$ cat config.mk
export PLATFORM = sky130hd
export DESIGN_NAME = power_state_sequencer
export DESIGN_NICKNAME = d
export VERILOG_FILES = /design/src/common/pwr_seq_pkg.sv /design/src/hw/wake_filter.sv /design/src/hw/free_counter.sv /design/src/hw/power_state_sequencer.sv
export SDC_FILE = /design/constraint.sdc
export NUM_CORES = 1
export LEC_CHECK = 0
export BUFFER_PORTS_ARGS = -buffer_cell sky130_fd_sc_hd__buf_4
export CORE_MARGIN = 5
export CORE_UTILIZATION = 40
export CTS_BUF_LIST = sky130_fd_sc_hd__clkbuf_8
export CTS_CLUSTER_SIZE = 14
export DETAILED_ROUTE_END_ITERATION = 16
export SLEW_MARGIN = 20
export SYNTH_ARGS = -nofsm -noshare
export SYNTH_HDL_FRONTEND = slang
export SYNTH_SLANG_ARGS = --single-unit
$ cat constraint.sdc
create_clock -name REF_CLK -period 5.1 [get_ports REF_CLK]
set_input_delay 0.51 -clock REF_CLK [delete_from_list [all_inputs] [get_ports REF_CLK]]
set_output_delay 0.51 -clock REF_CLK [all_outputs]
set_load 0.1 [all_outputs]
$ cat src/common/pwr_seq_pkg.sv
package pwr_seq_pkg;

	// ****************************************
	// register map
	// ****************************************
	localparam logic [3:0]  ADDR_CTRL     = 4'h0;
	localparam logic [3:0]  ADDR_FEATURE  = 4'h1;
	localparam logic [3:0]  ADDR_REQUEST  = 4'h2;
	localparam logic [3:0]  ADDR_STATUS   = 4'h3;
	localparam logic [3:0]  ADDR_INFO     = 4'h4;
	localparam logic [3:0]  ADDR_ITC      = 4'h5;
	localparam logic [3:0]  ADDR_CYCLES   = 4'h6;
	localparam logic [3:0]  ADDR_TPR      = 4'h7;

	// ****************************************
	// fields and reset values
	// ****************************************
	localparam int          CTRL_LP_EN_BIT   = 0;
	localparam int          FEAT_LP_SUP_BIT  = 0;
	localparam int          REQ_DEEP_BIT     = 3;
	localparam int          ST_ERR_BIT       = 8;
	localparam logic [31:0] CTRL_RESET       = 32'h0000_0000;
	localparam logic [7:0]  TPR_RESET        = 8'h00;
	// implemented deep states (bit n = state n); bit 0 is the shallow stop
	localparam logic [7:0]  IMPL_STATES      = 8'h03;
	// coherency info per state: bit 2n cache coherent, bit 2n+1 tlb coherent
	localparam logic [15:0] COHERENCY_INFO   = 16'h0003;
	localparam logic        LP_SUPPORTED     = 1'b1;
	localparam logic [7:0]  WAKE_IMPL_CYCLES = 8'h04;

	// ****************************************
	// types
	// ****************************************
	typedef enum logic [2:0] {
		ST_NORMAL  = 3'b000,
		ST_LOWPWR  = 3'b001,
		ST_SHALLOW = 3'b011,
		ST_DEEP1   = 3'b010,
		ST_DEEPN   = 3'b110
	} pstate_t;

	typedef struct packed {
		logic       irq;
		logic [3:0] irq_class;
		logic       nmi;
		logic       mcheck;
		logic       soft_reset;
		logic       platform_mgmt_interrupt;
		logic       init;
	} wake_t;

	typedef struct packed {
		logic [3:0] addr;
		logic [31:0] wdata;
		logic       wr;
		logic       rd;
	} regreq_t;

endpackage

$ cat src/hw/wake_filter.sv
`timescale 1ns/100ps
module wake_filter (
	// event sources
	input  wire pwr_seq_pkg::wake_t events,
	input  wire logic [7:0]         tpr,
	// result
	output logic                    wake
);
	import pwr_seq_pkg::*;

	// mic masks classes at or below it; mmi masks every maskable one
	wire logic irq_ok = events.irq && !tpr[4] && (events.irq_class > tpr[3:0]);
	assign wake = irq_ok | events.nmi | events.mcheck | events.soft_reset
		| events.platform_mgmt_interrupt | events.init;
endmodule

$ cat src/hw/free_counter.sv
`timescale 1ns/100ps
module free_counter (
	input  wire logic        clk,
	input  wire logic        rstn,
	input  wire logic        count_en,
	output logic [31:0]      value
);
	// plain up counter, held while count_en is low
	always_ff @(posedge clk or negedge rstn) begin
		if (!rstn) begin
			value <= 32'h0000_0000;
		end else if (count_en) begin
			value <= value + 32'h0000_0001;
		end
	end
endmodule

$ cat src/hw/power_state_sequencer.sv
`timescale 1ns/100ps
module power_state_sequencer (
	// clock and reset
	input  wire logic                 REF_CLK,
	input  wire logic                 RSTN,
	// register port
	input  wire pwr_seq_pkg::regreq_t REG_REQ,
	output logic [31:0]               REG_RDATA,
	// wake sources
	input  wire pwr_seq_pkg::wake_t   WAKE_EVENTS,
	// snoop traffic
	input  wire logic                 SNOOP_REQ,
	output logic                      SNOOP_ACK,
	// core control
	output logic                      CORE_RUN,
	output logic                      LOW_POWER_ACTIVE,
	output logic [2:0]                STATE
);
	import pwr_seq_pkg::*;

	// ****************************************
	// helpers
	// ****************************************
	// both running codes execute code; every other code is a stop state
	function automatic logic is_running(input pstate_t s);
		return (s == ST_NORMAL) || (s == ST_LOWPWR);
	endfunction

	// a write strobe aimed at one register
	function automatic logic write_hit(input regreq_t r, input logic [3:0] a);
		return r.wr && (r.addr == a);
	endfunction

	// ****************************************
	// state
	// ****************************************
	pstate_t     state;
	pstate_t     next_state;
	logic [2:0]  deep_arg;
	logic [2:0]  next_deep_arg;
	logic        lp_enable;
	logic [7:0]  tpr;
	logic        req_error;
	logic [31:0] itc_value;
	logic [31:0] cycle_value;
	logic [31:0] rdata;
	logic        wake;
	logic        soft_req_wake;

	// ****************************************
	// decode
	// ****************************************
	wire logic wr_ctrl  = write_hit(REG_REQ, ADDR_CTRL);
	wire logic wr_req   = write_hit(REG_REQ, ADDR_REQUEST);
	wire logic wr_tpr   = write_hit(REG_REQ, ADDR_TPR);
	wire logic [2:0] req_arg  = REG_REQ.wdata[2:0];
	wire logic       req_deep = REG_REQ.wdata[REQ_DEEP_BIT];
	// shallow stop is always present; deep requests check the map
	wire logic req_valid = !req_deep || IMPL_STATES[req_arg];
	wire logic in_run = is_running(state);
	wire logic hard_reset_wake = WAKE_EVENTS.soft_reset || WAKE_EVENTS.mcheck;
	assign soft_req_wake = wake;

	// wake sources filtered against the task priority mask
	wake_filter u_wake (
		.events (WAKE_EVENTS),
		.tpr    (tpr),
		.wake   (wake)
	);

	// interval timer runs on every edge regardless of state
	free_counter u_itc (
		.clk      (REF_CLK),
		.rstn     (RSTN),
		.count_en (1'b1),
		.value    (itc_value)
	);

	// cycle event frozen in any stop state
	free_counter u_cycles (
		.clk      (REF_CLK),
		.rstn     (RSTN),
		.count_en (in_run),
		.value    (cycle_value)
	);

	// ****************************************
	// next state
	// ****************************************
	always_comb begin
		next_state    = state;
		next_deep_arg = deep_arg;
		unique case (state)
			ST_NORMAL, ST_LOWPWR: begin
				// low-power only changes clocking, never event handling
				next_state = (lp_enable && LP_SUPPORTED) ? ST_LOWPWR : ST_NORMAL;
				if (wr_req && req_valid) begin
					if (!req_deep) begin
						next_state = ST_SHALLOW;
					end else if (req_arg == 3'h0) begin
						next_state = ST_SHALLOW;
					end else if (req_arg == 3'h1) begin
						next_state = ST_DEEP1;
					end else begin
						next_state    = ST_DEEPN;
						next_deep_arg = req_arg;
					end
				end
			end
			ST_SHALLOW, ST_DEEP1, ST_DEEPN: begin
				if (soft_req_wake || hard_reset_wake) begin
					next_state = ST_NORMAL;
				end
			end
			default: next_state = ST_NORMAL;
		endcase
	end

	// ****************************************
	// registers
	// ****************************************
	always_ff @(posedge REF_CLK or negedge RSTN) begin
		if (!RSTN) begin
			state    <= ST_NORMAL;
			deep_arg <= 3'h0;
		end else begin
			state    <= next_state;
			deep_arg <= next_deep_arg;
		end
	end

	// software control; a bad request flags sticky error until next request
	always_ff @(posedge REF_CLK or negedge RSTN) begin
		if (!RSTN) begin
			lp_enable <= CTRL_RESET[CTRL_LP_EN_BIT];
			tpr       <= TPR_RESET;
			req_error <= 1'b0;
		end else begin
			if (wr_ctrl) begin
				lp_enable <= REG_REQ.wdata[CTRL_LP_EN_BIT] & LP_SUPPORTED;
			end
			if (wr_tpr) begin
				tpr <= REG_REQ.wdata[7:0];
			end
			if (wr_req) begin
				req_error <= !req_valid;
			end
		end
	end

	// ****************************************
	// read mux
	// ****************************************
	always_comb begin
		rdata = 32'h0000_0000;
		unique case (REG_REQ.addr)
			ADDR_CTRL:    rdata[CTRL_LP_EN_BIT] = lp_enable;
			ADDR_FEATURE: rdata[FEAT_LP_SUP_BIT] = LP_SUPPORTED;
			ADDR_REQUEST: rdata[2:0] = deep_arg;
			ADDR_STATUS: begin
				rdata[ST_ERR_BIT] = req_error;
				rdata[2:0]        = state;
			end
			ADDR_INFO:    rdata = {COHERENCY_INFO, 8'h00, IMPL_STATES};
			ADDR_ITC:     rdata = itc_value;
			ADDR_CYCLES:  rdata = cycle_value;
			ADDR_TPR:     rdata[7:0] = tpr;
			default:      rdata = 32'h0000_0000;
		endcase
	end

	// ****************************************
	// outputs, all registered
	// ****************************************
	always_ff @(posedge REF_CLK or negedge RSTN) begin
		if (!RSTN) begin
			REG_RDATA        <= 32'h0000_0000;
			SNOOP_ACK        <= 1'b0;
			CORE_RUN         <= 1'b1;
			LOW_POWER_ACTIVE <= 1'b0;
			STATE            <= 3'h0;
		end else begin
			REG_RDATA        <= REG_REQ.rd ? rdata : 32'h0000_0000;
			// deep stop 1 drops snoops; others answer them
			SNOOP_ACK        <= SNOOP_REQ && (state != ST_DEEP1);
			CORE_RUN         <= is_running(next_state);
			LOW_POWER_ACTIVE <= (next_state == ST_LOWPWR);
			STATE            <= next_state;
		end
	end

endmodule

* Yosys cells after proc, flatten, opt, wreduce, memory -nomap -nowiden
Memory sizes are Yosys's and may differ from the RTL's.
Index checks and enable logic that the tools add are counted.
** Storage, ports and cells
- Register bits :: 115
- Latch bits :: 0
- Bits in writable memories :: 0
- Bits in read-only memories :: 8
- Input port bits :: 51
- Output and inout port bits :: 38
- Word-level logic and storage cells :: 74
- Memories kept :: 1
** Cells by class
- $add $sub $neg :: 2
- Multipliers :: 0
- Divide/modulo/power cells :: 0
- Order comparisons :: 2
- Equality and inequality tests :: 14
- Shift-type cells :: 0
- Multiplexer cells :: 14
- Bitwise gates (word level) :: 7
- Reduce and logical (&&, ||, !) cells :: 23
** Memory list
- (name not given) :: words 8, width 1, rd ports 1, clocked after Yosys merged registers in 0, write ports 0, RTL line power_state_sequencer.sv:59 : wire logic req_valid = !req_deep || IMPL_STATES[req_arg];
** Operators by type and width (number)
- 23-bit case mux with 3 select lines :: 1
- 32-bit by 1-bit adder with 32-bit output (second input constant) :: 2
- 32-bit two-way mux :: 1
- 4-bit by 3-bit == test with 1-bit output (second input constant) :: 4
- 3-bit two-way mux :: 5
- 5-bit case mux with 3 select lines :: 1
- 2-bit case mux with 6 select lines :: 1
- 3-bit by 1-bit == test with 1-bit output (second input constant) :: 3
- 3-bit logical NOT :: 3
- 4-bit by 2-bit == test with 1-bit output (second input constant) :: 2
- 1-bit logical AND :: 7
- 1-bit case mux with 7 select lines :: 1
- 3-bit by 2-bit == test with 1-bit output (second input constant) :: 2
- 3-bit case mux with 2 select lines :: 1
- 1-bit logical OR :: 5
- 1-bit OR :: 5
- 5-bit AND reduction :: 1
- 4-bit by 1-bit == test with 1-bit output (second input constant) :: 1
- 4-bit > comparator :: 1
- 4-bit logical NOT :: 1
- 3-bit by 4-bit < comparator with 1-bit output (second input constant) :: 1
- 2-bit OR reduction :: 2
- 3-bit == test (second input constant) :: 1
- 1-bit logical NOT :: 3
- 5 further kinds :: 7

* Logic depth before layout (Yosys ltp)
Gate-level depths: netlist (run 1).
- Word-level depth :: 13
- Gate-level depth with buffers :: 7
- Depth with buffers taken out :: 7

* Cells and area by module
From an unflattened synthesis (run 1), not the netlist that was laid out.
** Unflattened totals
- Cells, all modules :: 472
- Area total of the unflattened synthesis :: 5302.6 µm²
** By module, submodules not included
- free_counter :: times used 2, cells each 123, area each 1448.9 µm², sequential area each 800.8 µm²
- power_state_sequencer :: times used 1, cells each 210, area each 2288.4 µm², sequential area each 1277.5 µm²
- wake_filter :: times used 1, cells each 16, area each 116.4 µm², sequential area each 0.0 µm²

* Worst setup path before layout (run 1)
OpenSTA, ideal clock, no wires.
- Path kind :: reg2reg
- Start :: register STATE[2] (netlist name)
- End :: register u_cycles.value[27]
- Library setup time :: 0.123 ns
- Data arrival time :: 2.038 ns
- Data required time :: 4.977 ns
- Path slack :: 2.939 ns
- Stages on the path, launching flop included :: 7
- Path buffers :: 1
- Clock period less this slack :: 2.161 ns
- Cell sequence :: dfrtp_1 buf_6 nand4bb_1 nand2b_1 nor4_4 nand3_1 xnor2_1
** RTL lines
- to (signal assigned) :: RTL line free_counter.sv:13 : value <= value + 32'h0000_0001;
- to (decl) :: RTL line free_counter.sv:6 : output logic [31:0] value

* Final worst setup path (run 1)
- Start :: input REG_REQ[36] (netlist name)
- End :: register REG_RDATA[2]
** On the way
- Cells in the longest elaborated chain, start to end :: 3
- Elaborated cells between the ends (all ways) :: 8
- Classes of those cells :: eq/ne: 6; mux: 2
** Ends and longest elaborated chain
- from (decl) :: RTL line power_state_sequencer.sv:7 : input wire pwr_seq_pkg::regreq_t REG_REQ,
- 4-bit by 3-bit == test with 1-bit output or 4-bit by 2-bit == test with 1-bit output (tied branches) :: RTL line power_state_sequencer.sv:156 : unique case (REG_REQ.addr)
- 2-bit case mux with 6 select lines * :: RTL line power_state_sequencer.sv:156
- 32-bit two-way mux * :: RTL line power_state_sequencer.sv:183 : REG_RDATA <= REG_REQ.rd ? rdata : 32'h0000_0000;
- to (signal assigned) :: RTL line power_state_sequencer.sv:183
- to (decl) :: RTL line power_state_sequencer.sv:8 : output logic [31:0] REG_RDATA,
Mark *: on every way between the ends. The rest lies on a longest branch, timed or not.
A chain may end at the register's enable or synchronous reset.

==> results of run 1 <==
-- power breakdown --
| group | total [uW] | leakage (uW) | switching, uW | internal, uW |
|---|---|---|---|---|
| clock network | 764 | 0.000183 | 371 | 393 |
| registers | 1040 | 0.00155 | 69.1 | 968 |
| logic | 272 | 0.00108 | 155 | 117 |
| total | 2070 | 0.00282 | 595 | 1480 |
-- through the flow --
step	power, uW	hold WS [ns]	area, sq um	std cells
5_1_grt	2180	0.233	6140	704
6_report	2070	0.169	6140	704
3_5_place_dp	1330	0.365	5780	672
4_1_cts	2100	0.201	6140	704
3_3_place_gp	1320	0.362	5780	672
2_1_floorplan	1230	0.214	5150	453
-- registers in the layout, summed over array words and instances, names as in the netlist --
name / count
STATE: 3
lp_enable: 1
u_cycles.value: 32
SNOOP_ACK: 1
LOW_POWER_ACTIVE: 1
deep_arg: 3
u_itc.value: 32
req_error: 1
tpr: 8
CORE_RUN: 1
REG_RDATA: 32
-- final timing paths --
kind                           startpoint              end  cells after the start
setup / recovery              REG_REQ[36]     REG_RDATA[2]                      6
hold / removal                       RSTN    REG_RDATA[25]                      1
setup reg to reg           u_itc.value[2]  u_itc.value[28]                      5
hold reg to reg               deep_arg[1]      deep_arg[1]                      0
max in group asynchronous            RSTN  u_itc.value[11]                      2
min in group REF_CLK           REG_REQ[8]           tpr[6]                      2
-- layout make-up --
cell class / instances / area (sq um)
sequential: 115 / 2880
timing repair buffer: 65 / 488
tap: 172 / 215
multi-input combinational: 309 / 2150
clock buffer: 18 / 248
clock inverter: 14 / 118
fill: 1187 / 6480
inverter: 11 / 41.3
-- layout by cell type (no fill, tap or decap), drive strengths merged, types with 3 or more instances in the layout --
cell type,Yosys,layout
ha,6,6
dfrtp,114,114
and2,3,3
nor2b,4,4
a21oi,9,9
buf,6,65
a22oi,27,27
clkinvlp,0,4
nand3,28,28
and4,5,5
o21ai,5,5
nor4,3,3
inv,11,13
nand4,17,17
mux2,15,15
clkbuf,12,18
nor2,51,51
clkinv,0,7
xor2,15,15
nand2,29,29
and3,16,16
nand3b,3,3
xnor2,46,46
-- critical path, delay by kind of cell --
kind                   cells  cell delay, ns
AOI/OAI and AO/OA          2            0.46
buffers and inverters      1            0.17
and+or+nand+nor            3            1.19
-- Yosys cell counts (2+ instances only) --
| master | count |
|---|---|
| xor2_1 | 15 |
| nor4_4 | 2 |
| inv_1 | 10 |
| and4_1 | 5 |
| nor2_1 | 48 |
| buf_2 | 3 |
| nand2_1 | 29 |
| o21ai_0 | 4 |
| xnor2_1 | 46 |
| dfrtp_1 | 114 |
| buf_1 | 2 |
| and2_1 | 3 |
| a21oi_1 | 8 |
| mux4_2 | 2 |
| nand4_1 | 16 |
| ha_1 | 6 |
| or3_1 | 2 |
| nand3b_1 | 3 |
| nor2b_1 | 4 |
| a22oi_1 | 27 |
| nand2b_1 | 2 |
| nand3_1 | 28 |
| clkbuf_1 | 12 |
| and3_1 | 16 |
| mux2_2 | 15 |
| nor4b_2 | 2 |
| nor2_2 | 3 |
-- metal layers --
metal | global-route usage | vias to the layer above
met5 | 0 | -
met4 | 0.0491 | 0
met3 | 0.0526 | 6
met2 | 0.242 | 67
met1 | 0.215 | 1744
li1 | - | 1725
-- kinds of logic (layout without fill, tap and decap cells) --
kind of cell	count (synthesis)	after routing
and+or+nand+nor	173	173
adders and majority gates	6	6
buffers and inverters	29	108
muxes	17	17
xor gates and xnor gates	61	61
DFF	115	115
AOI/OAI and AO/OA	52	52
==> impl_metrics.yaml, run 1 <==
sta:
  setup_repair_after_global_routing_missed_its_margin: "false"
  fmax_mhz: 502
  post_route_fraction_of_the_period_consumed_by_the_critical_path: 0.391
  clock_skew_ns: 0.0162
  hold_viol_final: 0
  finalWorstSetupSlack_ns: 3.11
  slew-limit-headroom: 0.371
  finalSetupViolations: 0
  totalNegativeSetupSlack_ns: 0
  final_period_minus_worst_setup_slack_ns: 1.99
  worst_slew_pin_slew_ns: 0.943
  slew_violations: 0
critical_path:
  slowest_stage: "and3_1"
  crit_path_start_kind: "primary input"
  critPathMaxFanout: 23
  cp_data_required_time_ns: 5.44
  cp_slowest_stage_delay_ns: 0.83
  reg2reg_slack_ns: 3.12
  critical_path_arrival_ns: 2.33
  end_kind: "flop"
  crit_type: "in -> reg"
  cp_cell_sequence: "buf_4 -> nor2b_1 -> and3_1 -> a22o_1 -> nand2_1 -> a21oi_1"
finish:
  area_delta_synth_final_pct: 19.2
  drive_gt1_frac: 0.241
  design.final.nets: 576
  n_antenna_cell: 0
  layout.core_utilization: 0.487
run_status:
  result_of_the_run: "finished, final reports clean"
global_route:
  gr-usage-all-layers: 0.159
  grt_overflow_total: 0
  grt_antenna_before_repair: 0
  via_count_of_the_first_global_routing_pass: 3651
  grt_start_max_net_pins: 68
  grt_first_pass_wirelength_um: 18500
clock_tree:
  tritoncts: "done"
  cts_root_buf: "clkbuf_8"
  htreeDepth: 4
  clkTransAtPathRegs_ns: 0.07
  cts.hold.buffers_added: 0
  cts.repair_timing.setup_buffer_count: 0
  number_of_resized_instances_in_the_post_cts_repair_step: 0
  cts.sink_count: 115
  cts_buffer_count: 17
  clk_latency_ns: 0.44
  cts_buffer_depth: 2
logic_synthesis:
  netlist_instances: 453
  post_synth_and_or_nand_nor_area_fraction: 0.186
  post_synth_instance_area_sq_mm: 0.00515
  synth_compound_gate_area_share: 0.0726
  synth_adder_area_share: 0.0146
  synth-edff-count: 0
  ys.flop_type: "dfrtp_1"
  synth_largest_type_area_fraction: 0.554
  postSynthRegisterBits: 115
  synth-warning-count: 0
  synth.area.mux_share: 0.0415
  synth.avg_cell_area_sq_um: 11.4
  ys_async_rst_share: 1.00
  synth.largest_area_cell: "dfrtp_1"
  synth.distinct_cells: 53
  ys_seq_area_frac: 0.559
  mappedNetlistNets: 510
  yosys.area_share.xor_xnor: 0.104
  synth_top_family_by_area: "simple AND/OR/NAND/NOR gates"
  ys_top_cells_by_area: "dfrtp_1 55%, xnor2_1 7.8%, a22oi_1 3.9%"
worst_hold_path:
  hold_path.class: "in -> async"
route:
  via_per_inst: 5.03
  drtIter0Drc: 188
  route.top_layer_used: "met4"
  detail_route.first_pass.iterations: 4
  wl_met3_um: 457
  drt_drc_violations_left: 0
  routed_wire_length_per_instance_um: 15.4
  routed_wirelength_um: 10800
  met2_wirelength_um: 5120
  via_count: 3542
  route.antenna.remaining_nets: 0
  detail_route.wirelength.met1_um: 5200
run:
  cap_viol_max_count: 0
floorplan:
  io_pins: 89
  floorplan.die.height_um: 124
  die_area_sq_mm: 0.0153
  row_count: 41
  floorplan.die.width_um: 124
  core_area_sq_mm: 0.0126
  initial_cell_density_of_the_core: 0.408
place:
  detailedPlace.worstSlack_ns: 2.70
  hpwlAfterDp_um: 7800
  portBuffers: 64
  gpl.final_weighted_congestion: 0.781
power_and_ir_drop:
  power_density_mw_per_mm2: 337
  static_leakage_uw: 0.00282
  worst_ir_drop_vdd_mv: 0.156
Power figures use the tool's default switching activity.
==> run 2, diff against run 1 <==
Clock period 5.1 ns to 1.81 ns, I/O delays scaled along.
==> run 2 against run 1 <==
  * Cell area grew 9.6%
  * Combinational power grew to 3.8 times the previous value
  * Cell count is 8.1% higher
  * Global-route usage is 1.5 points higher
  * Non-clock buffer count is 57 higher
  * Clock power grew to 3.0 times the previous value
  * Clock skew fell by 0.0057 ns
==> impl_metrics.yaml, run 2 (synthesis gave the netlist of run 1 again) <==
sta:
  hold_viol_final: 0
  hold_ws_ns: 0.0444
  worst_slew_pin_slew_ns: 0.438
  post_route_fraction_of_the_period_consumed_by_the_critical_path: 0.964
  final_period_minus_worst_setup_slack_ns: 1.74
  slew_violations: 0
  clock_skew_ns: 0.0105
  fmax_mhz: 573
  setup_repair_after_global_routing_missed_its_margin: "true"
  slew-limit-headroom: 0.704
  finalSetupViolations: 0
place:
  gpl.final_weighted_congestion: 0.828
  hpwlAfterDp_um: 8850
  dp_cells: 713
  portBuffers: 64
finish:
  design.final.nets: 633
  finalNonFillerCells: 761
  drive_gt1_frac: 0.311
  area_delta_synth_final_pct: 30.6
  layout_commonest_cell: "dfrtp_1"
  mostFrequentLayoutCells: "111 x dfrtp_1, 109 x buf_4, 46 x nor2_1, 46 x xnor2_1, 29 x nand2_1"
  n_antenna_cell: 0
  layout_top_registers: "REG_RDATA (32), u_cycles.value (32), u_itc.value (32)"
clock_tree:
  tritoncts: "done"
  htreeDepth: 4
  clk_latency_ns: 0.44
  cts_buffer_count: 17
  clkTransAtPathRegs_ns: 0.07
  cts_root_buf: "clkbuf_8"
  cts.sink_count: 115
  cts_buffer_depth: 2
critical_path:
  cp_data_required_time_ns: 2.18
  end_kind: "flop"
  critPathMaxFanout: 4
  crit_path_start_kind: "flop"
  critical_path_arrival_ns: 2.12
  crit_type: "reg -> reg"
global_route:
  groute.layer.met1.usage: 0.218
  grt_overflow_total: 0
  via_count_of_the_first_global_routing_pass: 3948
  gr-usage-all-layers: 0.173
  grt_antenna_before_repair: 0
  layer_with_the_highest_usage_after_global_routing: "met2"
  grt_util_met3: 0.0503
  grt_start_max_net_pins: 50
  grt_first_pass_wirelength_um: 19800
  grt.met2_usage: 0.283
route:
  routed_wirelength_um: 12000
  via_per_inst: 5.03
  drt_drc_violations_left: 0
  route.antenna.remaining_nets: 0
  routed_wire_length_per_instance_um: 15.8
  detail_route.first_pass.iterations: 4
  drtIter0Drc: 243
  via_count: 3827
power_and_ir_drop:
  worst_ir_drop_vdd_mv: 0.578
  static_leakage_uw: 0.00316
  power_density_mw_per_mm2: 919
floorplan:
  core_area_sq_mm: 0.0126
  row_count: 41
  floorplan.die.height_um: 124
  floorplan.die.width_um: 124
  die_area_sq_mm: 0.0153
  io_pins: 89
  initial_cell_density_of_the_core: 0.408
run_status:
  result_of_the_run: "finished, final reports clean"
run:
  cap_viol_max_count: 0
worst_hold_path:
  hold_path.class: "in -> reg"
## run 2: changes by cell type in the layout (fill, tap and decap cells not counted), moves of 4 or more
cell	delta
clkinvlp_4	-4
clkinv_4	-4
clkbuf_8	+6
dlygate4sd3_1	+10
buf_4	+44
## run 2: routing by layer
metal | up-vias | routed length (um)
met4 | 0 | 143
met3 | 11 | 438
li1 | 1844 | -
met2 | 72 | 6140
met5 | - | 0
met1 | 1900 | 5270
## run 2: area by class of cell
cell class,count,area [sq um]
multi-input combinational,309,2220
tap,172,215
sequential,115,2890
inverter,11,41.3
clock buffer,24,330
fill,1130,5890
clock inverter,8,58.8
timing repair buffer,122,978
## run 2: what timing repair did
action | 4_1_cts | 5_1_grt
endpoints found under the hold margin | 40 | 0
gates cloned | 0 | 0
setup buffers | 1 | 5
hold buffers | 10 | 0
setup endpoints to repair | 3 | 20
gates resized for setup | 2 | 11
pin swaps | 1 | 5
## run 2: worst paths after layout
kind / start / endpoint / slack [ns] / cells after the start
setup / recovery: tpr[1] / CORE_RUN / 0.07 / 7
hold / removal: REG_REQ[0] / REG_RDATA[8] / 0.04 / 2
setup reg to reg: tpr[1] / CORE_RUN / 0.07 / 7
hold reg to reg: deep_arg[0] / deep_arg[0] / 0.38 / 0
max in group asynchronous: RSTN / REG_RDATA[25] / 0.99 / 3
min in group asynchronous: RSTN / LOW_POWER_ACTIVE / 0.22 / 2
## run 2: report_power, final
| group | switching, uW | total, uW | internal, uW | leakage (uW) |
|---|---|---|---|---|
| Combinational | 563 | 1040 | 473 | 0.00140 |
| Sequential | 147 | 2880 | 2730 | 0.00155 |
| Clock | 960 | 2270 | 1310 | 0.000221 |
## run 2: stage by stage
step           area [sq um]  setup TNS [ns]  utilization  worst slack (ns)  power (uW)
5_1_grt                6730         -0.0125        0.533          -0.00712        6490
6_report               6730               0        0.533            0.0653        6190
3_3_place_gp           6130               0        0.486            0.0183        3860
3_5_place_dp           6130         -0.0243        0.486          -0.00970        3890
2_1_floorplan          5160               0            -            0.0116        3470
4_1_cts                6640               0        0.526            0.0115        6240
## run 2: worst max-delay path: stages (launching register included)
cell      delay [ns]
dfrtp_1         0.37
inv_1           0.06
ha_1            0.28
nor2b_1         0.13
o211ai_1        0.19
a21oi_2         0.11
or2_4           0.29
o221a_1         0.25
==> run 3, diff against run 2 <==
Settings changed: CTS_CLUSTER_SIZE 14 to not set, SYNTH_HIERARCHICAL set to 1.
==> run 3 against run 2 <==
  * The run now ends with negative setup slack left
  * Non-clock buffer count down 15
  * Register-to-register slack worse by 0.13 ns
  * Core utilization down 1.3 points
  * Sequential share of layout area down 0.62 points
  * Worst setup slack worse by 0.13 ns
  * Sequential cell count unchanged
  * Via count up 4.1%
  * Total power up 12%
==> impl_metrics.yaml, run 3 <==
logic_synthesis:
  synth_largest_type_area_fraction: 0.538
  synth.distinct_cells: 50
  ys.flop_type: "dfrtp_1"
  ys_top_cells_by_area: "dfrtp_1 54%, xnor2_1 6.3%, xor2_1 4.0%"
  post-synth-top-count-cell: "dfrtp_1"
  post_synth_instance_area_sq_mm: 0.00530
  yosys.area_share.xor_xnor: 0.102
  postSynthRegisterBits: 115
  synth-edff-count: 0
  ys_seq_area_frac: 0.543
  synth.largest_area_cell: "dfrtp_1"
  synth.avg_cell_area_sq_um: 11.2
  synth-warning-count: 6
  synth.area.mux_share: 0.0340
  yosys-top-cells-count: "114 x dfrtp_1, 39 x nor2_1, 38 x xnor2_1"
  synth_adder_area_share: 0.0142
  ys_async_rst_share: 1.00
  synth_compound_gate_area_share: 0.0729
  synth_top_family_by_area: "simple AND/OR/NAND/NOR gates"
  post_synth_and_or_nand_nor_area_fraction: 0.203
  netlist_instances: 472
finish:
  n_antenna_cell: 0
  layout.core_utilization: 0.521
  drive_gt1_frac: 0.305
  mostFrequentLayoutCells: "109 x dfrtp_1, 95 x buf_4, 38 x xnor2_1, 37 x nor2_1, 33 x nand2_1"
  area_delta_synth_final_pct: 29.0
  final_cell_area_sq_mm: 0.00684
  finalNonFillerCells: 776
  layout_top_registers: "REG_RDATA (32), u_cycles/value (32), u_itc/value (32)"
  design.final.nets: 644
  final.fill_count: 1212
  layout_commonest_cell: "dfrtp_1"
clock_tree:
  cts_root_buf: "clkbuf_8"
  cts_buffer_depth: 2
  cts_buffer_count: 17
  cts.sink_count: 115
  htreeDepth: 4
  clk_latency_ns: 0.43
  clkTransAtPathRegs_ns: 0.07
  tritoncts: "done"
sta:
  finalSetupViolations: 3
  post_route_fraction_of_the_period_consumed_by_the_critical_path: 1.03
  setup_repair_after_global_routing_missed_its_margin: "true"
  finalWorstSetupSlack_ns: -0.0615
  totalNegativeSetupSlack_ns: -0.101
  final_period_minus_worst_setup_slack_ns: 1.87
  fmax_mhz: 534
  slew_violations: 0
  hold_viol_final: 0
  slew-limit-headroom: 0.546
  hold_ws_ns: 0.0560
  clock_skew_ns: 0.00919
  worst_slew_pin_slew_ns: 0.681
place:
  hpwlAfterDp_um: 8870
  dp_cells: 731
  post_dp_cell_area_sq_mm: 0.00620
  portBuffers: 64
  gpl.final_weighted_congestion: 0.807
route:
  routed_wirelength_um: 12100
  detail_route.first_pass.iterations: 5
  drt_drc_violations_left: 0
  via_count: 3984
  routed_wire_length_per_instance_um: 15.6
  via_per_inst: 5.13
  drtIter0Drc: 338
  route.antenna.remaining_nets: 0
run:
  cap_viol_max_count: 0
floorplan:
  floorplan.die.width_um: 125
  die_area_sq_mm: 0.0157
  core_area_sq_mm: 0.0131
  initial_cell_density_of_the_core: 0.404
  row_count: 42
  floorplan.die.height_um: 125
  io_pins: 89
run_status:
  result_of_the_run: "complete, but fails checks"
  violations: "negative setup slack"
critical_path:
  crit_path_start_kind: "flop"
  crit_type: "reg -> reg"
  critPathMaxFanout: 3
  cp_data_required_time_ns: 2.18
  end_kind: "flop"
  critical_path_arrival_ns: 2.24
global_route:
  grt_first_pass_wirelength_um: 20200
  grt_start_max_net_pins: 52
  via_count_of_the_first_global_routing_pass: 3977
  gr-usage-all-layers: 0.162
  grt_overflow_total: 0
  grt_antenna_before_repair: 0
power_and_ir_drop:
  worst_ir_drop_vdd_mv: 0.649
  static_leakage_uw: 0.00312
  power_density_mw_per_mm2: 1020
worst_hold_path:
  hold_path.class: "in -> reg"
[run 3: cell count changes after synthesis, moves of 5 or more]
cell,previous run,this run
and3_1,16,10
nand4_1,16,21
nor3_1,1,11
nand3_1,28,21
clkbuf_1,12,4
nor4_1,0,8
nor2_1,48,39
xnor2_1,46,38
xor2_1,15,24
[run 3: per-layer routing]
layer | track usage | share of wire | up-vias | wire (um)
li1 | - | - | 1909 | -
met1 | 0.220 | 0.46 | 1966 | 5630
met2 | 0.246 | 0.48 | 99 | 5830
met3 | 0.0490 | 0.048 | 10 | 582
met4 | 0.0574 | 0.0087 | 0 | 106
met5 | 0 | 0 | - | 0
[run 3: path summary, 6_finish.rpt]
kind                                 from  slack, ns  cells after the start               to
max                                tpr[1]      -0.06                     10         STATE[1]
min                        WAKE_EVENTS[3]       0.06                      4         STATE[0]
max reg2reg                        tpr[1]      -0.06                     10         STATE[1]
min reg2reg                   deep_arg[1]       0.37                      0      deep_arg[1]
max in group asynchronous            RSTN       1.04                      3    REG_RDATA[11]
min in group asynchronous            RSTN       0.17                      2  u_itc/value[26]
[run 3: area by class of cell]
class                           count  area, sq um  area share
Inverter                           14         52.6     0.00768
Multi-Input combinational cell    332         2410       0.352
Clock inverter                     13          165      0.0241
Sequential cell                   115         2890       0.422
Timing Repair Buffer              107          843       0.123
Tap cell                          176          220      0.0322
Clock buffer                       19          262      0.0382
[run 3: what timing repair did]
item                                    in CTS  in global routing
gates resized for setup                      3                 18
pin swaps                                    2                  5
hold buffers                                11                  0
setup buffers                                0                  2
hold endpoints to repair                   125                  0
gates cloned                                 0                  0
endpoints found under the setup margin       4                 11
[run 3: cell families (layout without fill, tap and decap cells)]
| family | count (synthesis) | in the layout |
|---|---|---|
| AO/OA/AOI/OAI | 56 | 56 |
| AND/OR/NAND/NOR | 186 | 186 |
| flip-flops | 115 | 115 |
| other | 1 | 6 |
| XOR/XNOR | 62 | 62 |
| multiplexers | 16 | 16 |
| buffers and inverters | 30 | 153 |
| adder cells (fa/ha/maj) | 6 | 6 |
[run 3: per-stage QoR]
stage	power (uW)	worst slack [ns]
final	6960	-0.0615
after global routing	7310	-0.208
after CTS	6970	-0.119
after detailed placement	4360	-0.106
after global placement	4310	-0.0522
after floorplan	3860	-0.0600
[run 3: critical path: stages, from the launching register on]
cell and delay (ns):
dfrtp_1 0.39, inv_2 0.07, ha_4 0.20, nor2b_4 0.12, o211ai_1 0.19, a21oi_2 0.09
or3_4 0.34, nor3_4 0.15, nand3_1 0.09, o31a_1 0.12, inv_1 0.05
[run 3: where the power goes]
| group | switching [uW] | leakage (uW) | internal, uW |
|---|---|---|---|
| sequential | 298 | 0.00154 | 2820 |
| clock | 1010 | 0.000227 | 1550 |
| combinational | 688 | 0.00135 | 597 |
| total | 1990 | 0.00312 | 4960 |
